[src/hw/ghp_defines.svh]
// register indices, reset values, field positions and bus codes for the
// gpio hold / output / pull block; included by the controller and by the testbench
`ifndef GHP_DEFINES_SVH
`define GHP_DEFINES_SVH

// register indices as printed; byte address is four times the index
`define GHP_IDX_HOLD_HI 32'h0b00_011a
`define GHP_IDX_OUT_LO 32'h0b00_011c
`define GHP_IDX_OUT_HI 32'h0b00_011e
`define GHP_IDX_PULL_USE 32'h0b00_02e0
`define GHP_IDX_PULL_DIR 32'h0b00_02e2
`define GHP_IDX_IRQ_EN 32'h0b00_0300
`define GHP_IDX_IRQ_STAT 32'h0b00_0302
`define GHP_IDX_TRIG 32'h0b00_0304
`define GHP_IDX_ACT_LVL 32'h0b00_0306
`define GHP_IDX_DIR_LO 32'h0b00_0308

`define GHP_RST_HOLD_HI 16'h0000
`define GHP_RST_OUT_LO 16'h0fff
`define GHP_RST_OUT_HI 16'h0000
`define GHP_RST_PULL 16'h0000
`define GHP_RST_CTRL 16'h0000

// writable bits; everything else is reserved and reads zero
`define GHP_MASK_ALL 16'hffff
`define GHP_MASK_OUT_HI 16'h0303
`define GHP_MASK_PULL 16'h7fff

`define GHP_BIT_LVL48 0
`define GHP_BIT_LVL49 1
`define GHP_BIT_EN48 8
`define GHP_BIT_EN49 9

`define GHP_RESP_OKAY 2'h0
`define GHP_RESP_SLVERR 2'h2

`define GHP_SYNC_STAGES 3

`endif

[src/hw/ghp_pkg.sv]
// types shared by the gpio hold / output / pull block
// assumes nothing beyond a SystemVerilog compiler
package ghp_pkg;

  typedef enum logic [3:0] {
    GHP_REG_NONE = 4'h0,
    GHP_REG_HOLD_HI = 4'h1,
    GHP_REG_OUT_LO = 4'h2,
    GHP_REG_OUT_HI = 4'h3,
    GHP_REG_PULL_USE = 4'h4,
    GHP_REG_PULL_DIR = 4'h5,
    GHP_REG_IRQ_EN = 4'h6,
    GHP_REG_IRQ_STAT = 4'h7,
    GHP_REG_TRIG = 4'h8,
    GHP_REG_ACT_LVL = 4'h9,
    GHP_REG_DIR_LO = 4'ha
  } ghp_reg_type;

  // state cleared by any reset
  typedef struct packed {
    logic [15:0] irq_latch_sel;
    logic [15:0] irq_enable_upper;
    logic [15:0] trig;
    logic [15:0] act_lvl;
    logic [15:0] dir_select_lower;
    logic [15:0] latch;
    logic [15:0] prev;
    logic [15:0] req;
    logic aw_got;
    logic w_got;
    logic [31:0] aw_addr;
    logic [31:0] wdata;
    logic [3:0] wstrb;
    logic bvalid;
    logic [1:0] bresp;
    logic rvalid;
    logic [31:0] rdata;
    logic [1:0] rresp;
  } ghp_core_type;

  // state cleared only by the rtc-domain reset
  typedef struct packed {
    logic [15:0] out_lo;
    logic [15:0] out_hi;
    logic [15:0] pull_use;
    logic [15:0] pull_direction;
    logic [14:0] pull_up;
    logic [14:0] pull_down;
  } ghp_keep_type;

endpackage : ghp_pkg

[src/hw/ghp_gpio_ctrl.sv]
// gpio interrupt hold, upper output pins and lower pull control
// assumes an axi4-lite master on i_sys_clk and async pins 31..16
`timescale 1ns/10ps
`default_nettype none
`include "ghp_defines.svh"

module ghp_gpio_ctrl (
  input wire logic i_sys_clk,
  input wire logic i_rst_n,
  input wire logic i_rtc_rst_n,
  input wire logic i_clk_en,
  input wire logic [31:0] i_awaddr,
  input wire logic i_awvalid,
  output logic o_awready,
  input wire logic [31:0] i_wdata,
  input wire logic [3:0] i_wstrb,
  input wire logic i_wvalid,
  output logic o_wready,
  output logic [1:0] o_bresp,
  output logic o_bvalid,
  input wire logic i_bready,
  input wire logic [31:0] i_araddr,
  input wire logic i_arvalid,
  output logic o_arready,
  output logic [31:0] o_rdata,
  output logic [1:0] o_rresp,
  output logic o_rvalid,
  input wire logic i_rready,
  input wire logic [15:0] i_irq_pin,
  output logic [15:0] o_irq_req,
  output logic o_irq_notify,
  output logic [15:0] o_pin_out_level_lo,
  output logic [1:0] o_pin_out_level_hi,
  output logic [1:0] o_pin_drive_en,
  output logic [14:0] o_pull_up_en,
  output logic [14:0] o_pull_down_en
);

  ghp_pkg::ghp_core_type st_q;
  ghp_pkg::ghp_core_type st_d;
  ghp_pkg::ghp_keep_type kp_q;
  ghp_pkg::ghp_keep_type kp_d;

  logic core_rst_n;
  logic [15:0] filt;
  logic [15:0] cond;
  logic [15:0] stat_view;
  logic [15:0] bmask;
  logic [15:0] clr;
  logic wr_go;
  ghp_pkg::ghp_reg_type wreg;
  ghp_pkg::ghp_reg_type rreg;

  // either reset clears the interrupt side
  assign core_rst_n = i_rst_n & i_rtc_rst_n;

  function automatic ghp_pkg::ghp_reg_type decode(input logic [31:0] a);
    case (a)
      (`GHP_IDX_HOLD_HI << 2): decode = ghp_pkg::GHP_REG_HOLD_HI;
      (`GHP_IDX_OUT_LO << 2): decode = ghp_pkg::GHP_REG_OUT_LO;
      (`GHP_IDX_OUT_HI << 2): decode = ghp_pkg::GHP_REG_OUT_HI;
      (`GHP_IDX_PULL_USE << 2): decode = ghp_pkg::GHP_REG_PULL_USE;
      (`GHP_IDX_PULL_DIR << 2): decode = ghp_pkg::GHP_REG_PULL_DIR;
      (`GHP_IDX_IRQ_EN << 2): decode = ghp_pkg::GHP_REG_IRQ_EN;
      (`GHP_IDX_IRQ_STAT << 2): decode = ghp_pkg::GHP_REG_IRQ_STAT;
      (`GHP_IDX_TRIG << 2): decode = ghp_pkg::GHP_REG_TRIG;
      (`GHP_IDX_ACT_LVL << 2): decode = ghp_pkg::GHP_REG_ACT_LVL;
      (`GHP_IDX_DIR_LO << 2): decode = ghp_pkg::GHP_REG_DIR_LO;
      default: decode = ghp_pkg::GHP_REG_NONE;
    endcase
  endfunction : decode

  // byte-lane merge that keeps reserved bits at zero
  function automatic logic [15:0] merge16(
    input logic [15:0] old,
    input logic [15:0] data,
    input logic [15:0] lanes,
    input logic [15:0] mask
  );
    logic [15:0] m;
    m = lanes & mask;
    merge16 = (old & ~m) | (data & m);
  endfunction : merge16

  ghp_pin_sync #(
    .WIDTH(16)
  ) u_sync (
    .i_sys_clk(i_sys_clk),
    .i_rst_n(core_rst_n),
    .i_clk_en(i_clk_en),
    .i_async(i_irq_pin),
    .o_level(filt)
  );

  // edge: any change; level: match against active level
  assign cond = (st_q.trig & (filt ^ st_q.prev)) |
                (~st_q.trig & ~(filt ^ st_q.act_lvl));
  // held pins show the latch, through pins the live condition
  assign stat_view = (st_q.latch & st_q.irq_latch_sel) |
                     (cond & ~st_q.irq_latch_sel);

  assign wr_go = st_q.aw_got & st_q.w_got & ~st_q.bvalid;
  assign wreg = decode(st_q.aw_addr);
  assign rreg = decode(i_araddr);
  assign bmask = {{8{st_q.wstrb[1]}}, {8{st_q.wstrb[0]}}};
  assign clr = (wr_go && wreg == ghp_pkg::GHP_REG_IRQ_STAT) ?
               (st_q.wdata[15:0] & bmask) : 16'h0000;

  // ready drops while frozen so no beat is taken and lost
  assign o_awready = i_clk_en & ~st_q.aw_got & ~st_q.bvalid;
  assign o_wready = i_clk_en & ~st_q.w_got & ~st_q.bvalid;
  assign o_arready = i_clk_en & ~st_q.rvalid;

  always_comb begin
    st_d = st_q;
    kp_d = kp_q;
    if (i_clk_en) begin
      st_d.prev = filt;
      // set wins over a same-cycle clear
      st_d.latch = (st_q.latch & ~clr) | (cond & st_q.irq_latch_sel);
      // through pins follow the pin, held pins the latch
      st_d.req = st_q.irq_enable_upper & stat_view;
      // pulls only while the lower direction is all input
      if (st_q.dir_select_lower == 16'h0000) begin
        kp_d.pull_up = kp_q.pull_use[14:0] & kp_q.pull_direction[14:0];
        kp_d.pull_down = kp_q.pull_use[14:0] & ~kp_q.pull_direction[14:0];
      end else begin
        kp_d.pull_up = 15'h0000;
        kp_d.pull_down = 15'h0000;
      end
      if (i_awvalid && o_awready) begin
        st_d.aw_got = 1'b1;
        st_d.aw_addr = i_awaddr;
      end
      if (i_wvalid && o_wready) begin
        st_d.w_got = 1'b1;
        st_d.wdata = i_wdata;
        st_d.wstrb = i_wstrb;
      end
      if (wr_go) begin
        st_d.aw_got = 1'b0;
        st_d.w_got = 1'b0;
        st_d.bvalid = 1'b1;
        st_d.bresp = (wreg == ghp_pkg::GHP_REG_NONE) ?
                     `GHP_RESP_SLVERR : `GHP_RESP_OKAY;
        case (wreg)
          ghp_pkg::GHP_REG_HOLD_HI: begin
            st_d.irq_latch_sel = merge16(st_q.irq_latch_sel,
              st_q.wdata[15:0], bmask, `GHP_MASK_ALL);
          end
          // enable has its own storage, hold bits untouched
          ghp_pkg::GHP_REG_IRQ_EN: begin
            st_d.irq_enable_upper = merge16(st_q.irq_enable_upper,
              st_q.wdata[15:0], bmask, `GHP_MASK_ALL);
          end
          ghp_pkg::GHP_REG_TRIG: begin
            st_d.trig = merge16(st_q.trig, st_q.wdata[15:0], bmask,
              `GHP_MASK_ALL);
          end
          ghp_pkg::GHP_REG_ACT_LVL: begin
            st_d.act_lvl = merge16(st_q.act_lvl, st_q.wdata[15:0],
              bmask, `GHP_MASK_ALL);
          end
          ghp_pkg::GHP_REG_DIR_LO: begin
            st_d.dir_select_lower = merge16(st_q.dir_select_lower,
              st_q.wdata[15:0], bmask, `GHP_MASK_ALL);
          end
          ghp_pkg::GHP_REG_OUT_LO: begin
            kp_d.out_lo = merge16(kp_q.out_lo, st_q.wdata[15:0], bmask,
              `GHP_MASK_ALL);
          end
          ghp_pkg::GHP_REG_OUT_HI: begin
            kp_d.out_hi = merge16(kp_q.out_hi, st_q.wdata[15:0], bmask,
              `GHP_MASK_OUT_HI);
          end
          ghp_pkg::GHP_REG_PULL_USE: begin
            kp_d.pull_use = merge16(kp_q.pull_use, st_q.wdata[15:0],
              bmask, `GHP_MASK_PULL);
          end
          ghp_pkg::GHP_REG_PULL_DIR: begin
            kp_d.pull_direction = merge16(kp_q.pull_direction,
              st_q.wdata[15:0], bmask, `GHP_MASK_PULL);
          end
          default: begin
            st_d.bvalid = 1'b1;
          end
        endcase
      end
      if (st_q.bvalid && i_bready) begin
        st_d.bvalid = 1'b0;
      end
      if (st_q.rvalid && i_rready) begin
        st_d.rvalid = 1'b0;
      end
      if (i_arvalid && o_arready) begin
        st_d.rvalid = 1'b1;
        st_d.rresp = (rreg == ghp_pkg::GHP_REG_NONE) ?
                     `GHP_RESP_SLVERR : `GHP_RESP_OKAY;
        st_d.rdata = 32'h0000_0000;
        case (rreg)
          ghp_pkg::GHP_REG_HOLD_HI: st_d.rdata[15:0] = st_q.irq_latch_sel;
          ghp_pkg::GHP_REG_OUT_LO: st_d.rdata[15:0] = kp_q.out_lo;
          ghp_pkg::GHP_REG_OUT_HI: st_d.rdata[15:0] = kp_q.out_hi;
          ghp_pkg::GHP_REG_PULL_USE: st_d.rdata[15:0] = kp_q.pull_use;
          ghp_pkg::GHP_REG_PULL_DIR: begin
            st_d.rdata[15:0] = kp_q.pull_direction;
          end
          ghp_pkg::GHP_REG_IRQ_EN: begin
            st_d.rdata[15:0] = st_q.irq_enable_upper;
          end
          ghp_pkg::GHP_REG_IRQ_STAT: st_d.rdata[15:0] = stat_view;
          ghp_pkg::GHP_REG_TRIG: st_d.rdata[15:0] = st_q.trig;
          ghp_pkg::GHP_REG_ACT_LVL: st_d.rdata[15:0] = st_q.act_lvl;
          ghp_pkg::GHP_REG_DIR_LO: begin
            st_d.rdata[15:0] = st_q.dir_select_lower;
          end
          default: st_d.rdata = 32'h0000_0000;
        endcase
      end
    end
  end

  // hold bits clear on every reset kind
  always_ff @(posedge i_sys_clk or negedge core_rst_n) begin
    if (!core_rst_n) begin
      st_q <= '0;
      st_q.irq_latch_sel <= `GHP_RST_HOLD_HI;
    end else begin
      st_q <= st_d;
    end
  end

  // outputs and pulls survive other resets
  always_ff @(posedge i_sys_clk or negedge i_rtc_rst_n) begin
    if (!i_rtc_rst_n) begin
      kp_q <= '0;
      kp_q.out_lo <= `GHP_RST_OUT_LO;
      kp_q.out_hi <= `GHP_RST_OUT_HI;
      kp_q.pull_use <= `GHP_RST_PULL;
      kp_q.pull_direction <= `GHP_RST_PULL;
    end else begin
      kp_q <= kp_d;
    end
  end

  assign o_bvalid = st_q.bvalid;
  assign o_bresp = st_q.bresp;
  assign o_rvalid = st_q.rvalid;
  assign o_rdata = st_q.rdata;
  assign o_rresp = st_q.rresp;
  assign o_irq_req = st_q.req;
  assign o_irq_notify = |st_q.req;
  // shared pins: debug port, key scan, bus width select
  assign o_pin_out_level_lo = kp_q.out_lo;
  assign o_pin_out_level_hi = {kp_q.out_hi[`GHP_BIT_LVL49],
                               kp_q.out_hi[`GHP_BIT_LVL48]};
  // pin 49 stays an input through the rtc reset
  assign o_pin_drive_en = {kp_q.out_hi[`GHP_BIT_EN49] & i_rtc_rst_n,
                           kp_q.out_hi[`GHP_BIT_EN48]};
  assign o_pull_up_en = kp_q.pull_up;
  assign o_pull_down_en = kp_q.pull_down;

  a_hold_capture: assert property (
    @(posedge i_sys_clk) disable iff (!core_rst_n)
    (i_clk_en && (cond & st_q.irq_latch_sel) != 16'h0000) |=>
    ((st_q.latch & $past(cond & st_q.irq_latch_sel)) ==
     $past(cond & st_q.irq_latch_sel)))
    else $error("held request not latched");

  a_latch_clear_w1c: assert property (
    @(posedge i_sys_clk) disable iff (!core_rst_n)
    ((~st_q.latch & $past(st_q.latch)) != 16'h0000) |->
    ($past(clr) != 16'h0000))
    else $error("latch dropped without status write");

  a_hold_en_indep: assert property (
    @(posedge i_sys_clk) disable iff (!core_rst_n)
    (wr_go && wreg == ghp_pkg::GHP_REG_IRQ_EN) |=>
    $stable(st_q.irq_latch_sel))
    else $error("enable write changed hold bits");

  a_through_live: assert property (
    @(posedge i_sys_clk) disable iff (!core_rst_n)
    i_clk_en |=> ((st_q.req & ~$past(st_q.irq_latch_sel)) ==
    $past(cond & st_q.irq_enable_upper & ~st_q.irq_latch_sel)))
    else $error("through request not live");

  a_masked_silent: assert property (
    @(posedge i_sys_clk) disable iff (!core_rst_n)
    ##1 ((st_q.req & ~$past(st_q.irq_enable_upper)) == 16'h0000))
    else $error("masked pin notified");

  a_pin49_input: assert property (
    @(posedge i_sys_clk) !i_rtc_rst_n |-> !o_pin_drive_en[1])
    else $error("pin 49 driven during rtc reset");

  a_pull_gate: assert property (
    @(posedge i_sys_clk) disable iff (!i_rtc_rst_n || !core_rst_n)
    (i_clk_en && st_q.dir_select_lower != 16'h0000) |=>
    (o_pull_up_en == 15'h0000 && o_pull_down_en == 15'h0000))
    else $error("pull active with outputs selected");

  a_reserved_zero: assert property (
    @(posedge i_sys_clk) disable iff (!core_rst_n)
    o_rvalid |-> (o_rdata[31:16] == 16'h0000 &&
    kp_q.pull_use[15] == 1'b0 && (kp_q.out_hi & ~`GHP_MASK_OUT_HI) ==
    16'h0000))
    else $error("reserved bit nonzero");

  a_pull_select: assert property (
    @(posedge i_sys_clk) disable iff (!i_rtc_rst_n)
    (i_clk_en && st_q.dir_select_lower == 16'h0000) |=>
    (o_pull_up_en ==
     $past(kp_q.pull_use[14:0] & kp_q.pull_direction[14:0]) &&
     o_pull_down_en ==
     $past(kp_q.pull_use[14:0] & ~kp_q.pull_direction[14:0])))
    else $error("pull select mismatch");

  a_pull_pin15: assert property (
    @(posedge i_sys_clk) disable iff (!i_rtc_rst_n)
    (kp_q.pull_use[15] == 1'b0 && kp_q.pull_direction[15] == 1'b0))
    else $error("pin 15 pull bit set");

  // second low sample so the keep flops have surely seen the reset
  a_rtc_out_reset: assert property (
    @(posedge i_sys_clk) (!i_rtc_rst_n && $past(!i_rtc_rst_n)) |->
    (o_pin_out_level_lo == `GHP_RST_OUT_LO && o_pull_up_en == 15'h0000))
    else $error("outputs not reset by rtc reset");

endmodule : ghp_gpio_ctrl
`default_nettype wire

[src/hw/ghp_pin_sync.sv]
// three-stage pin synchroniser with agreement filter
// assumes pins are asynchronous to i_sys_clk
`timescale 1ns/10ps
`default_nettype none
module ghp_pin_sync #(
  parameter int WIDTH = 16
) (
  input wire logic i_sys_clk,
  input wire logic i_rst_n,
  input wire logic i_clk_en,
  input wire logic [WIDTH-1:0] i_async,
  output logic [WIDTH-1:0] o_level
);

  typedef struct packed {
    logic [WIDTH-1:0] s1;
    logic [WIDTH-1:0] s2;
    logic [WIDTH-1:0] s3;
    logic [WIDTH-1:0] lvl;
  } ghp_sync_type;

  ghp_sync_type st_q;
  ghp_sync_type st_d;

  always_comb begin
    st_d = st_q;
    if (i_clk_en) begin
      st_d.s1 = i_async;
      st_d.s2 = st_q.s1;
      st_d.s3 = st_q.s2;
      // one transition yields one filtered change
      for (int i = 0; i < WIDTH; i++) begin
        if (st_q.s2[i] == st_q.s3[i]) begin
          st_d.lvl[i] = st_q.s3[i];
        end
      end
    end
  end

  always_ff @(posedge i_sys_clk or negedge i_rst_n) begin
    if (!i_rst_n) begin
      st_q <= '0;
    end else begin
      st_q <= st_d;
    end
  end

  assign o_level = st_q.lvl;

endmodule : ghp_pin_sync
`default_nettype wire

[config.mk]
export PLATFORM = sky130hd
export DESIGN_NAME = ghp_gpio_ctrl
export DESIGN_NICKNAME = d
export VERILOG_FILES = /design/src/hw/ghp_pkg.sv /design/src/hw/ghp_gpio_ctrl.sv /design/src/hw/ghp_pin_sync.sv
export VERILOG_INCLUDE_DIRS = /design/src /design/src/hw
export SDC_FILE = /design/constraint.sdc
export NUM_CORES = 1
export LEC_CHECK = 0
export ABC_AREA = 1
export BUFFER_PORTS_ARGS = -buffer_cell sky130_fd_sc_hd__clkbuf_2
export CORE_UTILIZATION = 40
export CTS_CLUSTER_DIAMETER = 50
export DETAILED_ROUTE_END_ITERATION = 7
export PLACE_DENSITY = 0.56
export SETUP_SLACK_MARGIN = 0.3
export SYNTH_ARGS = -nofsm -noshare
export SYNTH_HDL_FRONTEND = slang
export SYNTH_HIERARCHICAL = 1
export SYNTH_SLANG_ARGS = --single-unit
export TNS_END_PERCENT = 20
[constraint.sdc]
create_clock -name i_sys_clk -period 23 [get_ports i_sys_clk]
set_input_delay 1.15 -clock i_sys_clk [delete_from_list [all_inputs] [get_ports i_sys_clk]]
set_output_delay 1.15 -clock i_sys_clk [all_outputs]
set_load 0.01 [all_outputs]
After elaboration in Yosys (flattened, before gate mapping) --
Cells that the tools add are included.
Storage, ports and cells: bits in registers 360, word-level logic and storage cells 216
Operators by class: equal/unequal tests 56, muxes and demuxes 14, bitwise operators 56, reductions and logical operators 47
Operators with widths (count):
- $eq A32 B30 Y1 const B | 20
- $and A16 B16 Y16 | 17
- $or A16 B16 Y16 | 12
- $pmux W16 S10 | 1
- $not A16 Y16 | 5
- $pmux W4 S10 | 2
- $reduce_and A2 Y1 | 24
- $mux W35 | 1
- $eq A4 B3 Y1 const B | 8
- $xor A16 B16 Y16 | 2
- $and A15 B15 Y15 | 2
- $mux W30 | 1
- $reduce_and A3 Y1 | 9
- $eq A4 B4 Y1 const B | 6
- $and A16 B10 Y16 | 1
- $and A16 B15 Y16 | 1
- $eq A1 B1 Y1 | 16
- $eq A4 B2 Y1 const B | 4
- $logic_not A16 Y1 | 1
- $mux W16 | 1
- $not A10 Y16 | 1
- $not A15 Y16 | 1
- $reduce_or A16 Y1 | 1
- $not A15 Y15 | 1
- 9 further kinds | 35

Depth between registers and ports, before layout --
depth in word-level cells 8, gate-level depth with buffers 15

Cells and area by module --
The synthesis kept the hierarchy.
Modules (own cells, without submodules):
- ghp_gpio_ctrl | times used 1, cells an instance 1812, area each 14357.5 um^2, sequential area each 7021.7 um^2
- ghp_pin_sync | times used 1, cells an instance 350, area each 2825.2 um^2, sequential area each 1601.5 um^2

Least setup slack after synthesis --
OpenSTA, ideal clock, no wires.
path type input to output, start point input port i_clk_en, end point output port o_awready, data arrival time 1698 ps, required time 21850 ps, setup slack 20152 ps, cell stages on the path 3, buffers on the path 1, path through buf_2 > inv_1 > nor3_1
On the way: word-level cells in the longest chain between the ends 2
RTL lines:
- from (decl) | RTL line ghp_gpio_ctrl.sv:11 | input wire logic i_clk_en,
- $and A1 B1 Y1 (2 in series) | RTL line ghp_gpio_ctrl.sv:110 | assign o_awready = i_clk_en & ~st_q.aw_got & ~st_q.bvalid;
- to (decl) | RTL line ghp_gpio_ctrl.sv:14 | output logic o_awready,
No other way between the ends.

Worst setup path after layout --
start point input port i_clk_en, end point register st_q[103] (netlist bit)
On the way: word-level cells in the longest chain between the ends 4
RTL lines:
- $and A1 B1 Y1 (2 in series) | RTL line ghp_gpio_ctrl.sv:110
- $logic_and A1 B1 Y1 | RTL line ghp_gpio_ctrl.sv:131 | if (i_awvalid && o_awready) begin
- $reduce_and A2 Y1 (no source line) *
- to (signal assigned) | RTL line ghp_gpio_ctrl.sv:229 | st_q <= st_d;
- to (decl) | RTL line ghp_gpio_ctrl.sv:39 | ghp_pkg::ghp_core_type st_q;
Mark *: on every way between the ends. The rest lies on a longest branch, timed or not. A chain may end at the register's enable or synchronous reset.

==> summary.md <==
| Metric | Value |
|---|---|
| Placeable Area | `0.0421 sq mm` |
| I/O pins | `233` |
| Inserted Clock Buffers | `44` |
| Dpl ws | `18180 ps` |
| DR DRC count | `0` |
| Syn avg cell area | `7.95 sq um` |
| Hold WC Path Type | `reg -> reg` |
| Vias in the first global route | `13200` |
| Vias | `14100` |
| Initial core utilization | `40.8%` |
| # Post-CTS Setup Buffers | `0` |
| Primary FF master, synth | `dfrtp_1` |
| Max-cap violations | `0` |
| Post-Synthesis Cells | `2162` |
| First-pass GRT wire length | `74700 um` |
| Max IR drop VDD | `0.0453 mV` |
| Yosys warning count | `6` |
| Unrepaired setup endpoints after global routing | `false` |
| GRT overflow | `0` |
| Largest net degree at the start of global routing | `131` |
| Share of cells above drive strength 1 | `15.4%` |
| PwrDens | `87.7 mW/mm^2` |
| Final instance area | `0.0192 sq mm` |
| Most numerous cell in the Yosys netlist | `nand2_1` |
| HPWL Detailed | `33300 um` |
| Clk root buf | `clkbuf_16` |
| Ranking of synthesized cells by area | `dfrtp_1 48%, nand2_1 15%, o21ai_0 6.3%` |
| Vias/cell | `5.04` |
| Post-synthesis cell type count | `37` |
| Skew-Pair Late Insertion Delay | `570 ps` |
| Chip Height | `209 um` |
| Routed Antenna Nets | `0` |
| Final setup fails | `0` |
| Synth-to-Final Area Change | `11.6%` |
| H-tree levels | `2` |
| DR pass1 iterations | `7` |
| Crit. End Element | `flip-flop` |
| Fmax | `0.242 GHz` |
| Final Non-Filler Cells | `2804` |
| Max FO, Critical Path | `92` |
| Sequential area share after synthesis | `50.2%` |
| Sum Neg Setup Slack | `0 ps` |
| Final worst-path setup slack | `18870 ps` |
| Status | `completed` |
| Final hold violation count | `0` |
| Pleak | `9.47 nW` |
| Final Util | `45.5%` |
| # rows | `75` |
| Die area | `0.0438 sq mm` |
| Placed cell count | `2721` |
| Synthesized area | `0.0172 sq mm` |
| Flops & latches, synth | `344` |
| Largest area contributor in the netlist | `dfrtp_1` |
| Routability cong. | `0.896` |
| Placed cell areas | `0.0177 sq mm` |
| Skew final | `15.4 ps` |
| Iter 0 DRT Violations | `1157` |
| Final #Nets | `2353` |
| CP required | `23400 ps` |
| Ys async rst share | `100%` |
| Slew at the pin closest to its max-slew limit | `1150 ps` |
| CTS resizes | `0` |
| Die X | `209 um` |
| Antenna violations before repair | `0` |
| CTS tree | `yes` |
| Sink Count | `344` |
| Max-slew headroom | `23.2%` |
| Final period util | `18.0%` |
| WHS | `472 ps` |
| Synth cell count leaders | `709 x nand2_1, 332 x dfrtp_1, 217 x o21ai_0` |
| Startpoint Class | `primary input` |
| Port bufs | `196` |
| Tmin final | `4130 ps` |
| Count of hold-fix buffers inserted at cts | `0` |
| CP Data Arrival Time | `4530 ps` |
| Power Total | `1.68 mW` |
| Total Routed Length | `47300 um` |
| Max Slew Vio Count | `0` |
| Post-synth EDFFs | `0` |
| WL/cell | `16.9 um` |
| Worst-path clk slew | `60 ps` |
| Fillers | `4236` |
| Tot GR Track Use | `21.9%` |
| Max Buffers Root-to-Sink | `3` |
| CP Class | `in -> reg` |
| Share of Yosys cell area claimed by the top area cell type | `48.4%` |
==> per-layer routing <==
metal / GRT usage [%] / share of wire (%) / up-vias
met3: 3.35 / 6.0 / 77
met1: 32.2 / 48 / 6717
met5: 0 / 0 / -
li1: - / - / 6913
met4: 6.34 / 2.1 / 0
met2: 33.4 / 44 / 413
==> placed cells by master (no fill, tap or decap), types with 22 or more instances in the layout <==
master	count
o21ai_1	80
o41ai_1	22
clkbuf_16	46
nor2_1	119
nand3_1	64
nand2_1	709
a21oi_1	25
dfrtp_1	332
inv_1	211
clkbuf_2	194
o21ai_0	217
nand4_1	52
==> report_power, final <==
group | switching (mW) | internal [mW]
Sequential | 0.0581 | 0.675
Clock | 0.272 | 0.441
Combinational | 0.172 | 0.0646
==> logic make-up (layout without fill, tap and decap cells) <==
kind of cell | Yosys count | after routing | share of synthesized area (%)
buffers and inverters | 426 | 511 | 12.6
AND/OR/NAND/NOR | 1003 | 1003 | 24.7
AO/OA/AOI/OAI | 372 | 372 | 11.7
XOR/XNOR | 16 | 16 | 0.816
other | 1 | 19 | 0.0218
flip-flops | 344 | 344 | 50.2
==> area by class of cell <==
class / count / area, sq um / share of cell area [%]
clock inverters: 19 / 258 / 1.34
flip-flops and latches: 344 / 8620 / 45.0
inverters: 227 / 861 / 4.49
well taps: 539 / 674 / 3.52
diodes: 1 / 2.50 / 0.0130
repair buffers: 202 / 1030 / 5.38
multi-input cells: 1409 / 6470 / 33.7
clock buffers: 63 / 1260 / 6.59
==> worst paths after layout <==
kind                                  start                    endpoint  slack [ps]  cells after the start
worst max-delay path               i_clk_en                   st_q[103]       18870                      6
worst min-delay path              st_q[129]                   st_q[129]         470                      2
worst max register to register     o_bvalid                   st_q[103]       20290                      4
worst min register to register    st_q[129]                   st_q[129]         470                      2
max in group asynchronous       i_rtc_rst_n  asynchronous set/reset pin       20200                      4
min in group asynchronous       i_rtc_rst_n           o_pull_down_en[4]         480                      1
==> worst max-delay path, stage by stage <==
cell,delay (ps)
buf_4,660
inv_2,490
nor3_1,320
nand2_1,580
inv_1,1060
o21ai_0,190
No activity file was read; power rests on OpenSTA's default activity.
